===== src/hw/bbc_consts.svh =====
// constants for the buck-boost channel control register bank
// assumes a byte-wide register port from the serial management front end
//
// What this block does
// - ch3 enable code 0-3 picks sequencer slot, 4-5 forces off, 6-7 forces on.
// - discharge enable 1 with channel disabled switches discharge resistor on.
// - discharge enable 0 keeps discharge resistor off while channel disabled.
// - fast ramp select bit 5 picks 5 mV/us when 0, 10 mV/us when 1.
// - low latency select cuts code-change-to-ramp delay from 100 us to 10 us.
// - low latency select is ignored for channels whose rise select is 0.
// - rise select bits 0-3 give 2 mV/us when 0, else the fast ramp rate.
// - power mode follows bias low-power and internal-channel-disable bits.
// - valley current at eight steps sets fault flags of affected channels.
// - target code gives 0.5 V plus code times 25 mV, or 12.5 mV on fine step; above 0xc8 reserved on coarse step.
// - overload status shows present state; overload flags stay latched.
`ifndef BBC_CONSTS_SVH
`define BBC_CONSTS_SVH
// ***************
// register map
// ***************
`define BBC_CH3_CFG_ADDR   8'h0f
`define BBC_RAMP_CFG_ADDR  8'h10
`define BBC_CH3_CFG_RST    4'h0
`define BBC_RAMP_CFG_RST   6'h00
`define BBC_CH3_ADE_BIT    3
`define BBC_FAST_RATE_BIT  5
`define BBC_LOW_LAT_BIT    4
`define BBC_CH3_RISE_BIT   3
// ***************
// ramp rates, mV/us
// ***************
`define BBC_RATE_SLOW      4'h2
`define BBC_RATE_FAST_LO   4'h5
`define BBC_RATE_FAST_HI   4'ha
// ***************
// latencies
// ***************
`define BBC_CLK_MHZ        250
`define BBC_LAT_SLOW_US    100
`define BBC_LAT_FAST_US    10
`define BBC_LAT_CW         15
// ***************
// target voltage, units of 0.1 mV
// ***************
`define BBC_TV_BASE        17'h01388
`define BBC_TV_STEP_COARSE 17'h000fa
`define BBC_TV_STEP_FINE   17'h0007d
`define BBC_TV_MAX_CODE    8'hc8
`endif


===== src/hw/bbc_pkg.sv =====
// types for the buck-boost channel control register bank
// field widths are written out here, not taken from bbc_consts.svh, and match those in it
`default_nettype none
package bbc_pkg;
   typedef struct packed {
      logic       wr;
      logic       rd;
      logic [7:0] addr;
      logic [7:0] wdata;
   } bbc_req_type;

   typedef enum logic [1:0] {
      BBC_PM_NORMAL   = 2'b00,
      BBC_PM_LOW      = 2'b01,
      BBC_PM_BIAS_NRM = 2'b11
   } bbc_pmode_type;

   typedef enum logic [1:0] {
      BBC_LAT_IDLE  = 2'b00,
      BBC_LAT_WAIT  = 2'b01,
      BBC_LAT_START = 2'b11
   } bbc_lat_type;

   typedef struct packed {
      logic [3:0]    ch3_cfg;
      logic [5:0]    ramp_cfg;
      logic [7:0]    rdata;
      logic          vmax_s1;
      logic          vmax_s2;
      logic [3:0]    status;
      logic [3:0]    flags;
      logic [7:0]    code_prev;
      bbc_lat_type   lat_state;
      logic [14:0]   lat_cnt;
   } bbc_state_type;
endpackage : bbc_pkg
`default_nettype wire


===== src/hw/bbc_channel_ctrl_regs.sv =====
// channel 3 enable/discharge, shared ramp control, power mode and overload flags
// assumes register port and sequencer signals on ref_clk; valley comparator async
`include "bbc_consts.svh"
`default_nettype none
module bbc_channel_ctrl_regs #(
   parameter int LAT_SLOW_CYC = `BBC_LAT_SLOW_US * `BBC_CLK_MHZ,
   parameter int LAT_FAST_CYC = `BBC_LAT_FAST_US * `BBC_CLK_MHZ
) (
   // clock and reset
   input  wire logic                ref_clk,
   input  wire logic                reset_n,
   // register port
   input  wire bbc_pkg::bbc_req_type reg_req,
   output logic [7:0]               reg_rdata,
   // global bias bits
   input  wire logic                bias_low_power,
   input  wire logic                internal_channel_disable,
   output bbc_pkg::bbc_pmode_type   power_mode,
   // channel 3 enable
   input  wire logic                ch3_running,
   output logic                     ch3_slot_valid,
   output logic [1:0]               power_sequencer_slot,
   output logic                     ch3_force_on,
   output logic                     ch3_force_off,
   output logic                     ch3_discharge_on,
   // ramp control
   output logic [3:0][3:0]          rise_rate_mv_us,
   output logic [3:0]               low_latency_eff,
   input  wire logic [7:0]          target_voltage_code,
   input  wire logic                voltage_step_size,
   output logic [16:0]              ch3_target_dmv,
   output logic                     ch3_target_reserved,
   output logic                     ch3_ramp_start,
   // overload
   input  wire logic                valley_at_max,
   input  wire logic [3:0]          channel_serviced,
   input  wire logic [3:0]          flag_clear,
   output logic [3:0]               overload_status,
   output logic [3:0]               overload_flag
);
   // ***************
   // state
   // ***************
   bbc_pkg::bbc_state_type s_r;
   bbc_pkg::bbc_state_type s_nxt;
   logic                   ch3_wr;
   logic                   ramp_wr;
   logic                   code_chg;
   logic                   fast_rate;

   assign ch3_wr    = reg_req.wr && (reg_req.addr == `BBC_CH3_CFG_ADDR);
   assign ramp_wr   = reg_req.wr && (reg_req.addr == `BBC_RAMP_CFG_ADDR);
   assign code_chg  = (target_voltage_code != s_r.code_prev);
   assign fast_rate = s_r.ramp_cfg[`BBC_FAST_RATE_BIT];

   // ***************
   // next state
   // ***************
   always_comb begin
      s_nxt = s_r;
      // upper bits masked off so they never store
      if (ch3_wr) begin
         s_nxt.ch3_cfg = reg_req.wdata[3:0];
      end
      if (ramp_wr) begin
         s_nxt.ramp_cfg = reg_req.wdata[5:0];
      end
      if (reg_req.rd) begin
         case (reg_req.addr)
            `BBC_CH3_CFG_ADDR:  s_nxt.rdata = {4'h0, s_r.ch3_cfg};
            `BBC_RAMP_CFG_ADDR: s_nxt.rdata = {2'h0, s_r.ramp_cfg};
            default:            s_nxt.rdata = 8'h00;
         endcase
      end
      // comparator is analog, so two flops before use
      s_nxt.vmax_s1 = valley_at_max;
      s_nxt.vmax_s2 = s_r.vmax_s1;
      s_nxt.status  = {4{s_r.vmax_s2}} & channel_serviced;
      // set wins over a clear in the same cycle
      s_nxt.flags   = (s_r.flags & ~flag_clear) | s_r.status;
      // ramp start delay for channel 3
      s_nxt.code_prev = target_voltage_code;
      case (s_r.lat_state)
         bbc_pkg::BBC_LAT_IDLE: begin
            if (code_chg) begin
               s_nxt.lat_state = bbc_pkg::BBC_LAT_WAIT;
            end
         end
         bbc_pkg::BBC_LAT_WAIT: begin
            if (code_chg) begin
               s_nxt.lat_state = bbc_pkg::BBC_LAT_WAIT;
            end else if (s_r.lat_cnt == '0) begin
               s_nxt.lat_state = bbc_pkg::BBC_LAT_START;
            end else begin
               s_nxt.lat_cnt = s_r.lat_cnt - 15'h0001;
            end
         end
         bbc_pkg::BBC_LAT_START: begin
            s_nxt.lat_state = code_chg ? bbc_pkg::BBC_LAT_WAIT : bbc_pkg::BBC_LAT_IDLE;
         end
         default: begin
            s_nxt.lat_state = bbc_pkg::BBC_LAT_IDLE;
         end
      endcase
      // a new code always restarts the wait
      if (code_chg) begin
         s_nxt.lat_cnt = low_latency_eff[3] ? 15'(LAT_FAST_CYC - 1)
                                            : 15'(LAT_SLOW_CYC - 1);
      end
   end

   always_ff @(posedge ref_clk) begin
      if (!reset_n) begin
         s_r.ch3_cfg   <= `BBC_CH3_CFG_RST;
         s_r.ramp_cfg  <= `BBC_RAMP_CFG_RST;
         s_r.rdata     <= 8'h00;
         s_r.vmax_s1   <= 1'b0;
         s_r.vmax_s2   <= 1'b0;
         s_r.status    <= 4'h0;
         s_r.flags     <= 4'h0;
         s_r.code_prev <= 8'h00;
         s_r.lat_state <= bbc_pkg::BBC_LAT_IDLE;
         s_r.lat_cnt   <= 15'h0000;
      end else begin
         s_r <= s_nxt;
      end
   end

   // ***************
   // channel 3 enable and discharge
   // ***************
   assign ch3_slot_valid       = ~s_r.ch3_cfg[2];
   assign power_sequencer_slot = s_r.ch3_cfg[1:0];
   assign ch3_force_off        = (s_r.ch3_cfg[2:1] == 2'b10);
   assign ch3_force_on         = (s_r.ch3_cfg[2:1] == 2'b11);
   // resistor only while the regulator is not driving the output
   assign ch3_discharge_on = s_r.ch3_cfg[`BBC_CH3_ADE_BIT] & ~ch3_running;

   // ***************
   // per-channel ramp rate
   // ***************
   for (genvar i = 0; i < 4; i++) begin : g_ch
      always_comb begin
         if (!s_r.ramp_cfg[i]) begin
            rise_rate_mv_us[i] = `BBC_RATE_SLOW;
         end else if (fast_rate) begin
            rise_rate_mv_us[i] = `BBC_RATE_FAST_HI;
         end else begin
            rise_rate_mv_us[i] = `BBC_RATE_FAST_LO;
         end
      end
      assign low_latency_eff[i] = s_r.ramp_cfg[`BBC_LOW_LAT_BIT] & s_r.ramp_cfg[i];
   end

   assign ch3_ramp_start = (s_r.lat_state == bbc_pkg::BBC_LAT_START);

   // ***************
   // target voltage
   // ***************
   // fine step is 12.5 mV; reserved codes only exist on the coarse step
   assign ch3_target_dmv = `BBC_TV_BASE + 17'(target_voltage_code) *
                           (voltage_step_size ? `BBC_TV_STEP_FINE : `BBC_TV_STEP_COARSE);
   assign ch3_target_reserved = ~voltage_step_size &&
                                (target_voltage_code > `BBC_TV_MAX_CODE);

   // ***************
   // power mode and outputs
   // ***************
   always_comb begin
      if (!bias_low_power) begin
         power_mode = bbc_pkg::BBC_PM_NORMAL;
      end else if (!internal_channel_disable) begin
         power_mode = bbc_pkg::BBC_PM_LOW;
      end else begin
         power_mode = bbc_pkg::BBC_PM_BIAS_NRM;
      end
   end

   assign reg_rdata       = s_r.rdata;
   assign overload_status = s_r.status;
   assign overload_flag   = s_r.flags;
endmodule : bbc_channel_ctrl_regs
`default_nettype wire


===== config.mk =====
export PLATFORM = sky130hd
export DESIGN_NAME = bbc_channel_ctrl_regs
export DESIGN_NICKNAME = d
export VERILOG_FILES = /design/src/hw/bbc_pkg.sv /design/src/hw/bbc_channel_ctrl_regs.sv
export VERILOG_INCLUDE_DIRS = /design/src /design/src/hw
export SDC_FILE = /design/constraint.sdc
export NUM_CORES = 1
export LEC_CHECK = 0
export BUFFER_PORTS_ARGS = -buffer_cell sky130_fd_sc_hd__buf_2
export CORE_MARGIN = 2
export CORE_UTILIZATION = 50
export DETAILED_ROUTE_END_ITERATION = 6
export PLACE_DENSITY_LB_ADDON = 0.25
export SLEW_MARGIN = 20
export SYNTH_ARGS = -nofsm -noshare
export SYNTH_HDL_FRONTEND = slang
export SYNTH_SLANG_ARGS = --single-unit

===== constraint.sdc =====
create_clock -name ref_clk -period 10.1 [get_ports ref_clk]
set_input_delay 1.515 -clock ref_clk [delete_from_list [all_inputs] [get_ports ref_clk]]
set_output_delay 1.515 -clock ref_clk [all_outputs]
set_load 0.005 [all_outputs]

# Yosys cells after proc, flatten, opt, wreduce, memory -nomap -nowiden
# Index checks and enable logic that the tools add are counted.
# totals
output_inout_bits	63
input_bits	41
mem_bits_rw	0
memories	0
regBits	53
elab_cells	62
latchBits	0
mem_bits_ro	0
# op_classes
order_cmp	1
div	0
n_reduce_logical	8
muxes	18
n_eq_ne	10
n_bitwise	12
mul	1
n_shift	0
n_addsub	2
# ops
cell	count
$mux 15	4
$mux 4	5
$add 13x16->17 const A	1
$mul 8x8->16	1
$logic_not 15->1	1
$sub 15x1->15 const B	1
$pmux 6 s2	1
$mux 2	5
$and 4x4->4	2
$eq 8x4->1 const B	1
$eq 8x5->1 const B	1
$gt 8x8->1 const B	1
$mux 8	1
$ne 8x8->1	1
$eq 2x2->1 const B	3
$pmux 2 s3	1
$and 1x1->1	5
$ne 2x2->1 const B	2
$not 4->4	1
$or 4x4->4	1
$reduce_and 2->1	2
$logic_and 1x1->1	3
$ne 3x3->1 const B	1
$not 1->1	3
other kinds (4)	4

# Longest topological paths before layout
# Gate-level depths: netlist of the first run.
# logic_depth
depth_word	4
mapped_depth	18

# Worst setup path after synthesis of the first run
# OpenSTA, ideal clock, no wires.
# synth_path
path_type	input-to-output
from	input port voltage_step_size
to	output port ch3_target_dmv[14]
path_slack_ps	3052
t_arrival_ps	5533
path_stages	15
cell_sequence	clkbuf_1 > clkinv_1 > nor2_1 > inv_1 > fa_1 > fa_1 > fa_1 > fa_1 > inv_1 > ha_1 > a211oi_1 > o21ai_0 > a31o_2 > a21oi_1 > xnor2_1
# synth_via
elab_chain_len	3
# synth_rtl
item	line	rtl
start, declared	bbc_channel_ctrl_regs.sv:30	input wire logic voltage_step_size,
$mux 8 (no source line)	n/a	
$mul 8x8->16	bbc_channel_ctrl_regs.sv:161	assign ch3_target_dmv = `BBC_TV_BASE + 17'(target_voltage_code) *
$add 13x16->17 (no source line)	n/a	
end, declared	bbc_channel_ctrl_regs.sv:31	output logic [16:0] ch3_target_dmv,
# No other way between the ends.

# Worst setup path after layout of the first run
# layout_path
from	input port voltage_step_size
to	output port ch3_target_dmv[16]
# The elaborated chain is that of the path after synthesis.

==> results of run 1 <==
## per-stage QoR
stage	instances	instance area [sq um]
after global routing	679	4821
final	679	4821
after global placement	671	4723
after detailed placement	671	4723
after floorplan	502	4315
after CTS	679	4821
## sequential cells by signal, summed over array words and instances, names as in the netlist
name	count
fast_rate	1
s_nxt	1
overload_status	4
overload_flag	4
reg_rdata	6
s_r	33
power_sequencer_slot	2
## cell type report
type | count | share of cell area (%)
flip-flops and latches | 51 | 21.18
clock inverters | 3 | 0.5969
multi-input cells | 333 | 57.33
repair buffers | 99 | 10.28
inverters | 83 | 6.463
well taps | 105 | 2.725
clock buffers | 5 | 1.427
## cell usage in the layout (no fill, tap or decap), types with 7 or more instances in the layout
cell / instances
a21oi_1: 21
and2_1: 17
nor3_1: 7
buf_2: 99
inv_1: 82
dfxtp_1: 51
nand2_1: 29
xnor2_1: 22
nor2_1: 49
conb_1: 8
ha_1: 44
o21ai_0: 11
mux2i_1: 13
fa_1: 35
## final timing paths
| check | startpoint | endpoint | slack (ns) | depth (start not counted) |
|---|---|---|---|---|
| worst max-delay path | voltage_step_size | ch3_target_dmv[16] | 2.63 | 16 |
| worst min-delay path | s_nxt[33] | s_r[33] | 0.44 | 1 |
| worst max register to register | s_r[0] | s_r[1] | 7.64 | 7 |
| worst min register to register | s_nxt[33] | s_r[33] | 0.44 | 1 |
## cell families after synthesis
logic type / share of synthesized area (%)
flops: 23.78
fa+ha+maj: 29.38
other cells: 0.1749
simple gates: 16.50
buf+inv: 12.36
mux: 3.293
compound gates: 9.414
xor+xnor: 5.101
## per-layer routing
metal | track usage [%] | vias to the layer above | wire length (microns)
met3 | 3.757 | 8 | 518
met2 | 31.04 | 110 | 3801
li1 | - | 1723 | -
met1 | 24.57 | 1542 | 3790
met5 | 0 | - | 0
met4 | 5.092 | 0 | 105
## power by group
part           switching, uW  internal [uW]  leakage [uW]  total (uW)
sequential              2.82            206      0.000417         208
clock                   73.0           51.4     0.0000502         124
combinational            311            276       0.00202         587
total                    387            533       0.00249         920
## worst max-delay path, delay by kind of cell
| family | cells | cell delay [ns] |
|---|---|---|
| adders and majority gates | 5 | 2.29 |
| xor gates and xnor gates | 1 | 0.15 |
| buffers and inverters | 5 | 0.74 |
| AOI/OAI and AO/OA | 4 | 1.04 |
| and+or+nand+nor | 1 | 0.23 |
==> flow_metrics.py, run 1 <==
metrics = {
    "clock_tree": {
        "clock-root-buffer": "clkbuf_8",
        "insertion_delay_ns": 0.31,
        "cts_resized": 0,
        "cts_buffers": 5,
        "cts_sinks": 51,
        "max-clock-path-buffers": 2,
        "ctsHoldBuffers": 0,
        "cts_tree": "yes",
        "htree_levels": 2,
        "clkTransAtPathRegs_ns": 0.10,
        "post_cts_buffers": 0,
    },
    "placed_design": {
        "pre_cts_slack_ns": 2.584,
        "numPortBuffers": 99,
        "dp_hpwl_microns": 6859,
        "finalWeightedCongestion": 0.8480,
    },
    "sta": {
        "slew_headroom_pct": 38.96,
        "clock_skew_ns": 0.01086,
        "tns_ns": 0,
        "min_period_over_period_pct": 73.99,
        "tightest_slew_ns": 0.9145,
        "max_freq_mhz": 133.8,
        "holdWs_ns": 0.4358,
        "slew_viol_final": 0,
        "period_minus_slack_ns": 7.473,
        "setup_viol": 0,
        "finalWorstSetupSlack_ns": 2.627,
        "grt_setup_unrepaired": "false",
        "hold_violations": 0,
    },
    "synth": {
        "syn_inst": 496,
        "avgSynthCellArea_sq_um": 8.655,
        "yosys.area.top_type": "dfxtp_1",
        "synth_top_cell_area_share_pct": 23.78,
        "synthArstFlopShare_pct": 0,
        "yosys_most_used_dff": "dfxtp_1",
        "synthTopCellsByArea": "dfxtp_1 24%, fa_1 16%, ha_1 13%",
        "ys_warn_count": 0,
        "ys_types": 47,
        "seq_area_frac_synth_pct": 23.78,
        "synthTopCellsByCount": "82 x inv_1, 51 x dfxtp_1, 49 x nor2_1, 44 x ha_1, 35 x fa_1",
        "synth_seq_cells": 51,
        "synth_edf_count": 0,
        "syn_area_sq_um": 4293,
        "synth_most_common_cell": "inv_1",
    },
    "pwr": {
        "peakVddDrop_v": 0.0002466,
        "power.density_nw_per_um2": 190.8,
        "total_power_uw": 919.8,
        "leakage_uw": 0.002486,
    },
    "setup_path": {
        "critical_path_class": "input port to output port",
        "worstSetupEndpointType": "output port",
        "crit_fanout": 10,
        "critPathLaunchType": "input port",
        "cp_data_required_time_ns": 8.59,
        "critPathSlowestCell": "fa_1",
        "timing.critical_path.mode_cell": "fa_1",
        "worstPathCellList": "buf_2, clkinv_1, nor2_1, inv_1, fa_1, fa_1, fa_1, fa_1, inv_1, ha_1, a211oi_1, o21ai_0, a311oi_1, o21bai_1, xor2_1, buf_2",
        "cp.arrival_ns": 5.96,
        "slowest_delay_ns": 0.56,
    },
    "floorplan": {
        "die_y_microns": 96.66,
        "die_x_microns": 96.66,
        "ios": 104,
        "die_area_sq_um": 9343,
        "core-area_sq_um": 8258,
        "rows": 33,
        "initial_utilization_pct": 51.98,
    },
    "global_route": {
        "grt_overflow_total": 0,
        "antenna_found_initial": 0,
        "grt_pass1_wl_microns": 14700,
        "grt_usage_pct": 18.58,
        "grt_pass1_vias": 3282,
        "grt_max_degree": 31,
    },
    "layout": {
        "ff_latch_area_sq_um": 1021,
        "fillers": 761,
        "final_nets": 693,
        "syn_to_final_growth_pct": 12.30,
        "multi_input_area_sq_um": 2764,
        "diodes": 0,
        "layout-drive-gt1-share_pct": 19.16,
        "final_util_pct": 58.38,
    },
    "routing": {
        "firstDrtPassIters": 4,
        "vias": 3383,
        "drc": 0,
        "wl_per_cell_microns": 12.10,
        "first_iter_violations": 141,
        "routed_wl_microns": 8215,
        "ant_nets": 0,
        "vias_per_cell": 4.982,
    },
    "worst_hold_path": {
        "hold_path.class": "flop to flop",
    },
    "status": {
        "status": "complete, no violations",
    },
    "job": {
        "cap_viol_max_count": 0,
    },
}
No activity file was read; power rests on OpenSTA's default activity.
==> inputs of run 2 (changes only) <==
Settings changed: ABC_AREA set to 1.
Clock period 10.1 ns to 6.4 ns, I/O delays scaled along.
==> flow_metrics.py, run 2 <==
metrics = {
    "status": {
        "status": "complete, no violations",
    },
    "clock_tree": {
        "ctsHoldBuffers": 0,
        "insertion_delay_ns": 0.30,
        "htree_levels": 2,
        "max-clock-path-buffers": 2,
        "cts_buffers": 5,
        "cts_resized": 0,
        "clock-root-buffer": "clkbuf_8",
        "clkTransAtPathRegs_ns": 0.09,
        "post_cts_buffers": 0,
        "cts_tree": "yes",
        "cts_sinks": 51,
    },
    "sta": {
        "tightest_slew_ns": 0.8094,
        "min_period_over_period_pct": 92.54,
        "clock_skew_ns": 0.006304,
        "tns_ns": 0,
        "slew_headroom_pct": 45.98,
        "grt_setup_unrepaired": "false",
        "setup_viol": 0,
        "slew_viol_final": 0,
        "hold_violations": 0,
        "period_minus_slack_ns": 5.922,
        "max_freq_mhz": 168.8,
    },
    "floorplan": {
        "die_area_sq_um": 10350,
        "rows": 35,
        "die_y_microns": 101.7,
        "core-area_sq_um": 9240,
        "die_x_microns": 101.7,
        "ios": 104,
        "initial_utilization_pct": 51.67,
    },
    "placed_design": {
        "numPortBuffers": 99,
        "finalWeightedCongestion": 0.8902,
        "post-place-cells": 880,
        "dp_hpwl_microns": 8287,
        "place_area_sq_um": 5246,
    },
    "routing": {
        "vias_per_cell": 4.702,
        "firstDrtPassIters": 4,
        "ant_nets": 0,
        "drc": 0,
        "vias": 4175,
        "first_iter_violations": 179,
        "routed_wl_microns": 9879,
        "wl_per_cell_microns": 11.13,
    },
    "setup_path": {
        "r2r_slack_ns": 4.67,
        "cp.arrival_ns": 4.96,
        "cp_num_buf_inv": 6,
        "cp_top_family": "adder cells",
        "critPathLaunchType": "input port",
        "cp_data_required_time_ns": 5.44,
        "slowest_delay_ns": 0.55,
        "worstSetupEndpointType": "output port",
        "crit_fanout": 12,
        "worstPathCellList": "buf_2, inv_1, nand2_1, fa_1, inv_1, fa_1, inv_1, fa_1, fa_1, inv_1, ha_1, nand2_1, o21ai_0, nand2_1, nand3_1, xor2_1, buf_2",
        "critical_path_class": "input port to output port",
        "critPathSlowestCell": "fa_1",
    },
    "layout": {
        "design_area_sq_um": 5364,
        "final_util_pct": 58.05,
        "final_cell_mix": "160 x nand2_1, 137 x inv_1, 99 x buf_2, 68 x nor2_1, 51 x dfxtp_1",
        "largest_register_ffs": 33,
        "top_register": "s_r",
        "final_nets": 878,
        "ff_latch_area_sq_um": 1021,
        "diodes": 0,
        "syn_to_final_growth_pct": 12.34,
        "multi_input_area_sq_um": 3008,
        "fin_cells": 888,
        "layout-drive-gt1-share_pct": 18.31,
        "fillers": 881,
        "final_common_cell": "nand2_1",
    },
    "synth": {
        "avgSynthCellArea_sq_um": 7.042,
        "seq_area_frac_synth_pct": 21.38,
        "synth_most_common_cell": "nand2_1",
        "synth_top_cell_area_share_pct": 21.38,
        "synthTopCellsByArea": "dfxtp_1 21%, fa_1 15%, nand2_1 13%",
        "syn_area_sq_um": 4775,
        "yosys_most_used_dff": "dfxtp_1",
        "synth_edf_count": 0,
        "synth_seq_cells": 51,
        "synthTopCellsByCount": "160 x nand2_1, 137 x inv_1, 68 x nor2_1, 51 x dfxtp_1, 44 x ha_1",
        "ys_types": 37,
        "ys_warn_count": 0,
        "synthArstFlopShare_pct": 0,
        "syn_inst": 678,
        "yosys.area.top_type": "dfxtp_1",
    },
    "global_route": {
        "grt_overflow_total": 0,
        "antenna_found_initial": 0,
        "grt_usage_pct": 20.45,
        "grt_pass1_vias": 4042,
        "grt_pass1_wl_microns": 17390,
        "grt_max_degree": 25,
    },
    "pwr": {
        "peakVddDrop_v": 0.0002433,
        "power.density_nw_per_um2": 278.0,
        "leakage_uw": 0.003130,
        "total_power_uw": 1491,
    },
    "job": {
        "cap_viol_max_count": 0,
    },
    "worst_hold_path": {
        "hold_path.class": "flop to flop",
    },
}
==> run 2: cell types whose count changed in the layout (fill, tap and decap cells not counted), sizes merged, moves of 5 or more <==
cell	previous run	this run
nand2	29	170
nor2	49	72
a21oi	21	33
nand3	1	30
and2	17	1
a22oi	5	0
xnor2	22	8
mux2i	13	0
and3	6	0
o21ai	11	22
a21o	5	0
xor2	3	11
nor2b	6	0
inv	83	145
==> run 2: kinds of logic after synthesis <==
| family | after synthesis | synth area share, % |
|---|---|---|
| XOR/XNOR | 19 | 3.485 |
| flip-flops | 51 | 21.38 |
| other | 2 | 0.1573 |
| AO/OA/AOI/OAI | 63 | 7.547 |
| adder cells (fa/ha/maj) | 79 | 26.21 |
| AND/OR/NAND/NOR | 284 | 25.13 |
| buffers and inverters | 180 | 16.09 |
==> run 2: worst min-delay path: cells and delay by family (launching register included) <==
kind                   cells  cell delay (ns)
DFF                        1             0.31
and+or+nand+nor            1             0.06
buffers and inverters      1             0.03
==> run 2: layer usage <==
metal	track usage, %	up-vias	share of wire [%]
met1	27.80	1893	45
li1	-	2171	-
met4	3.222	0	0.52
met5	0	-	0
met3	3.175	7	6.4
met2	35.02	104	48
==> run 2: power by group <==
group	switching (uW)	internal, uW	total [uW]
Combinational	516	410	926
Sequential	6.64	326	333
Clock	106	127	232
==> run 2: area by class of cell <==
type / instances / share of cell area, %
Tap cell: 129 / 3.009
Timing Repair Buffer: 99 / 9.237
Inverter: 148 / 10.45
Sequential cell: 51 / 19.03
Multi-Input combinational cell: 453 / 56.08
Clock inverter: 2 / 0.6531
Clock buffer: 6 / 1.540
==> run 2: through the flow <==
stage | setup slack [ns] | hold WS (ns)
floorplan | 1.106 | 0.3905
global placement | 0.5602 | 0.4013
detailed placement | 0.5100 | 0.4152
CTS | 0.5060 | 0.4420
global route | 0.2392 | 0.4683
finish | 0.4775 | 0.4403
==> run 2: final timing paths <==
path / startpoint / endpoint / cells after the start
min: s_nxt[33] / s_r[33] / 2
max: voltage_step_size / ch3_target_dmv[16] / 17
min reg2reg: s_nxt[33] / s_r[33] / 2
max reg2reg: s_r[0] / s_r[5] / 10
==> inputs of run 3 (changes only) <==
Settings changed: ABC_AREA 1 to 0.
==> flow_metrics.py, run 3 (synthesis results as in run 1) <==
metrics = {
    "status": {
        "status": "complete, no violations",
    },
    "setup_path": {
        "cp.arrival_ns": 5.17,
        "critical_path_class": "input port to output port",
        "worstSetupEndpointType": "output port",
        "crit_fanout": 7,
        "critPathLaunchType": "input port",
        "cp_data_required_time_ns": 5.44,
    },
    "layout": {
        "top_register": "s_r",
        "largest_register_ffs": 33,
        "syn_to_final_growth_pct": 12.94,
        "layout-drive-gt1-share_pct": 19.76,
        "fin_cells": 682,
        "final_common_cell": "buf_2",
        "final_nets": 696,
        "final_cell_mix": "99 x buf_2, 82 x inv_1, 51 x dfxtp_1, 49 x nor2_1, 44 x ha_1",
        "diodes": 0,
    },
    "floorplan": {
        "initial_utilization_pct": 51.98,
        "die_y_microns": 96.66,
        "rows": 33,
        "die_area_sq_um": 9343,
        "ios": 104,
        "core-area_sq_um": 8258,
        "die_x_microns": 96.66,
    },
    "sta": {
        "clock_skew_ns": 0.008206,
        "max_freq_mhz": 163.0,
        "slew_headroom_pct": 38.11,
        "tightest_slew_ns": 0.9274,
        "slew_viol_final": 0,
        "finalWorstSetupSlack_ns": 0.2656,
        "period_minus_slack_ns": 6.134,
        "setup_viol": 0,
        "min_period_over_period_pct": 95.85,
        "grt_setup_unrepaired": "false",
        "hold_violations": 0,
        "tns_ns": 0,
        "holdWs_ns": 0.4353,
    },
    "global_route": {
        "antenna_found_initial": 0,
        "grt_max_degree": 31,
        "grt_overflow_total": 0,
        "grt_pass1_wl_microns": 14980,
        "grt_usage_pct": 18.93,
        "grt_pass1_vias": 3353,
    },
    "worst_hold_path": {
        "hold_path.class": "flop to flop",
    },
    "placed_design": {
        "finalWeightedCongestion": 0.8341,
        "pre_cts_slack_ns": 0.2038,
        "numPortBuffers": 99,
        "dp_hpwl_microns": 7118,
        "post-place-cells": 674,
    },
    "routing": {
        "wl_per_cell_microns": 12.44,
        "routed_wl_microns": 8486,
        "drc": 0,
        "firstDrtPassIters": 4,
        "ant_nets": 0,
        "first_iter_violations": 84,
        "vias_per_cell": 5.001,
        "vias": 3411,
    },
    "clock_tree": {
        "htree_levels": 2,
        "cts_tree": "yes",
        "insertion_delay_ns": 0.31,
        "cts_sinks": 51,
        "cts_buffers": 5,
        "clock-root-buffer": "clkbuf_8",
        "ctsHoldBuffers": 0,
        "clkTransAtPathRegs_ns": 0.10,
        "post_cts_buffers": 0,
        "max-clock-path-buffers": 2,
    },
    "pwr": {
        "power.density_nw_per_um2": 299.3,
        "leakage_uw": 0.002502,
        "peakVddDrop_v": 0.0004802,
    },
    "job": {
        "cap_viol_max_count": 0,
    },
}
-- run 3: cell count changes in the layout (fill, tap and decap cells not counted), sizes merged, moves of 8 or more --
| cell | delta |
|---|---|
| nor2 | -23 |
| xor2 | -8 |
| inv | -62 |
| xnor2 | +14 |
| nand3 | -29 |
| nand2 | -141 |
| a21oi | -12 |
| mux2i | +13 |
| o21ai | -11 |
| and2 | +16 |
-- run 3: area by class of cell --
| type | instances | area [sq um] |
|---|---|---|
| Inverter | 83 | 311.5 |
| Fill cell | 771 | 3410 |
| Timing Repair Buffer | 102 | 518.0 |
| Multi-Input combinational cell | 333 | 2769 |
| Tap cell | 105 | 131.4 |
| Clock inverter | 3 | 28.78 |
| Sequential cell | 51 | 1021 |
| Clock buffer | 5 | 68.82 |
-- run 3: routing by layer --
metal / GRT usage [%] / vias to the layer above / wire [microns]
met2: 31.62 / 109 / 3974
met5: 0 / - / 0
met3: 3.613 / 16 / 502
li1: - / 1730 / -
met1: 24.71 / 1556 / 3804
met4: 6.284 / 0 / 205
-- run 3: what timing repair did --
| action | 4_1_cts | 5_1_grt |
|---|---|---|
| endpoints found under the setup margin | 0 | 2 |
| endpoints found under the hold margin | 0 | 0 |
| resized for setup | 0 | 1 |
-- run 3: path summary, 6_finish.rpt --
check	from	to	slack, ns	depth (start not counted)
max	target_voltage_code[3]	ch3_target_dmv[16]	0.27	16
min	s_nxt[33]	s_r[33]	0.44	1
max reg2reg	s_r[0]	s_r[1]	3.99	7
min reg2reg	s_nxt[33]	s_r[33]	0.44	1
-- run 3: power breakdown --
part	internal, uW	switching, uW
sequential	325	4.55
clock	81.1	113
combinational	439	489
-- run 3: metrics by stage --
step           power [uW]  utilization, %  instance area (sq um)
6_report             1451           58.71                   4848
2_1_floorplan       997.4               -                   4315
5_1_grt              1617           58.71                   4848
4_1_cts              1465           58.65                   4843
3_5_place_dp         1260           57.47                   4746
3_3_place_gp         1251           57.47                   4746
-- run 3: critical path, stage by stage --
cell	delay, ns
buf_2	0.21
inv_1	0.14
nor2_1	0.18
inv_1	0.07
fa_1	0.40
fa_1	0.56
fa_1	0.44
fa_1	0.55
inv_1	0.04
ha_1	0.36
a211oi_2	0.28
o21ai_0	0.22
a311oi_1	0.34
o21bai_1	0.12
xor2_1	0.15
buf_2	0.13
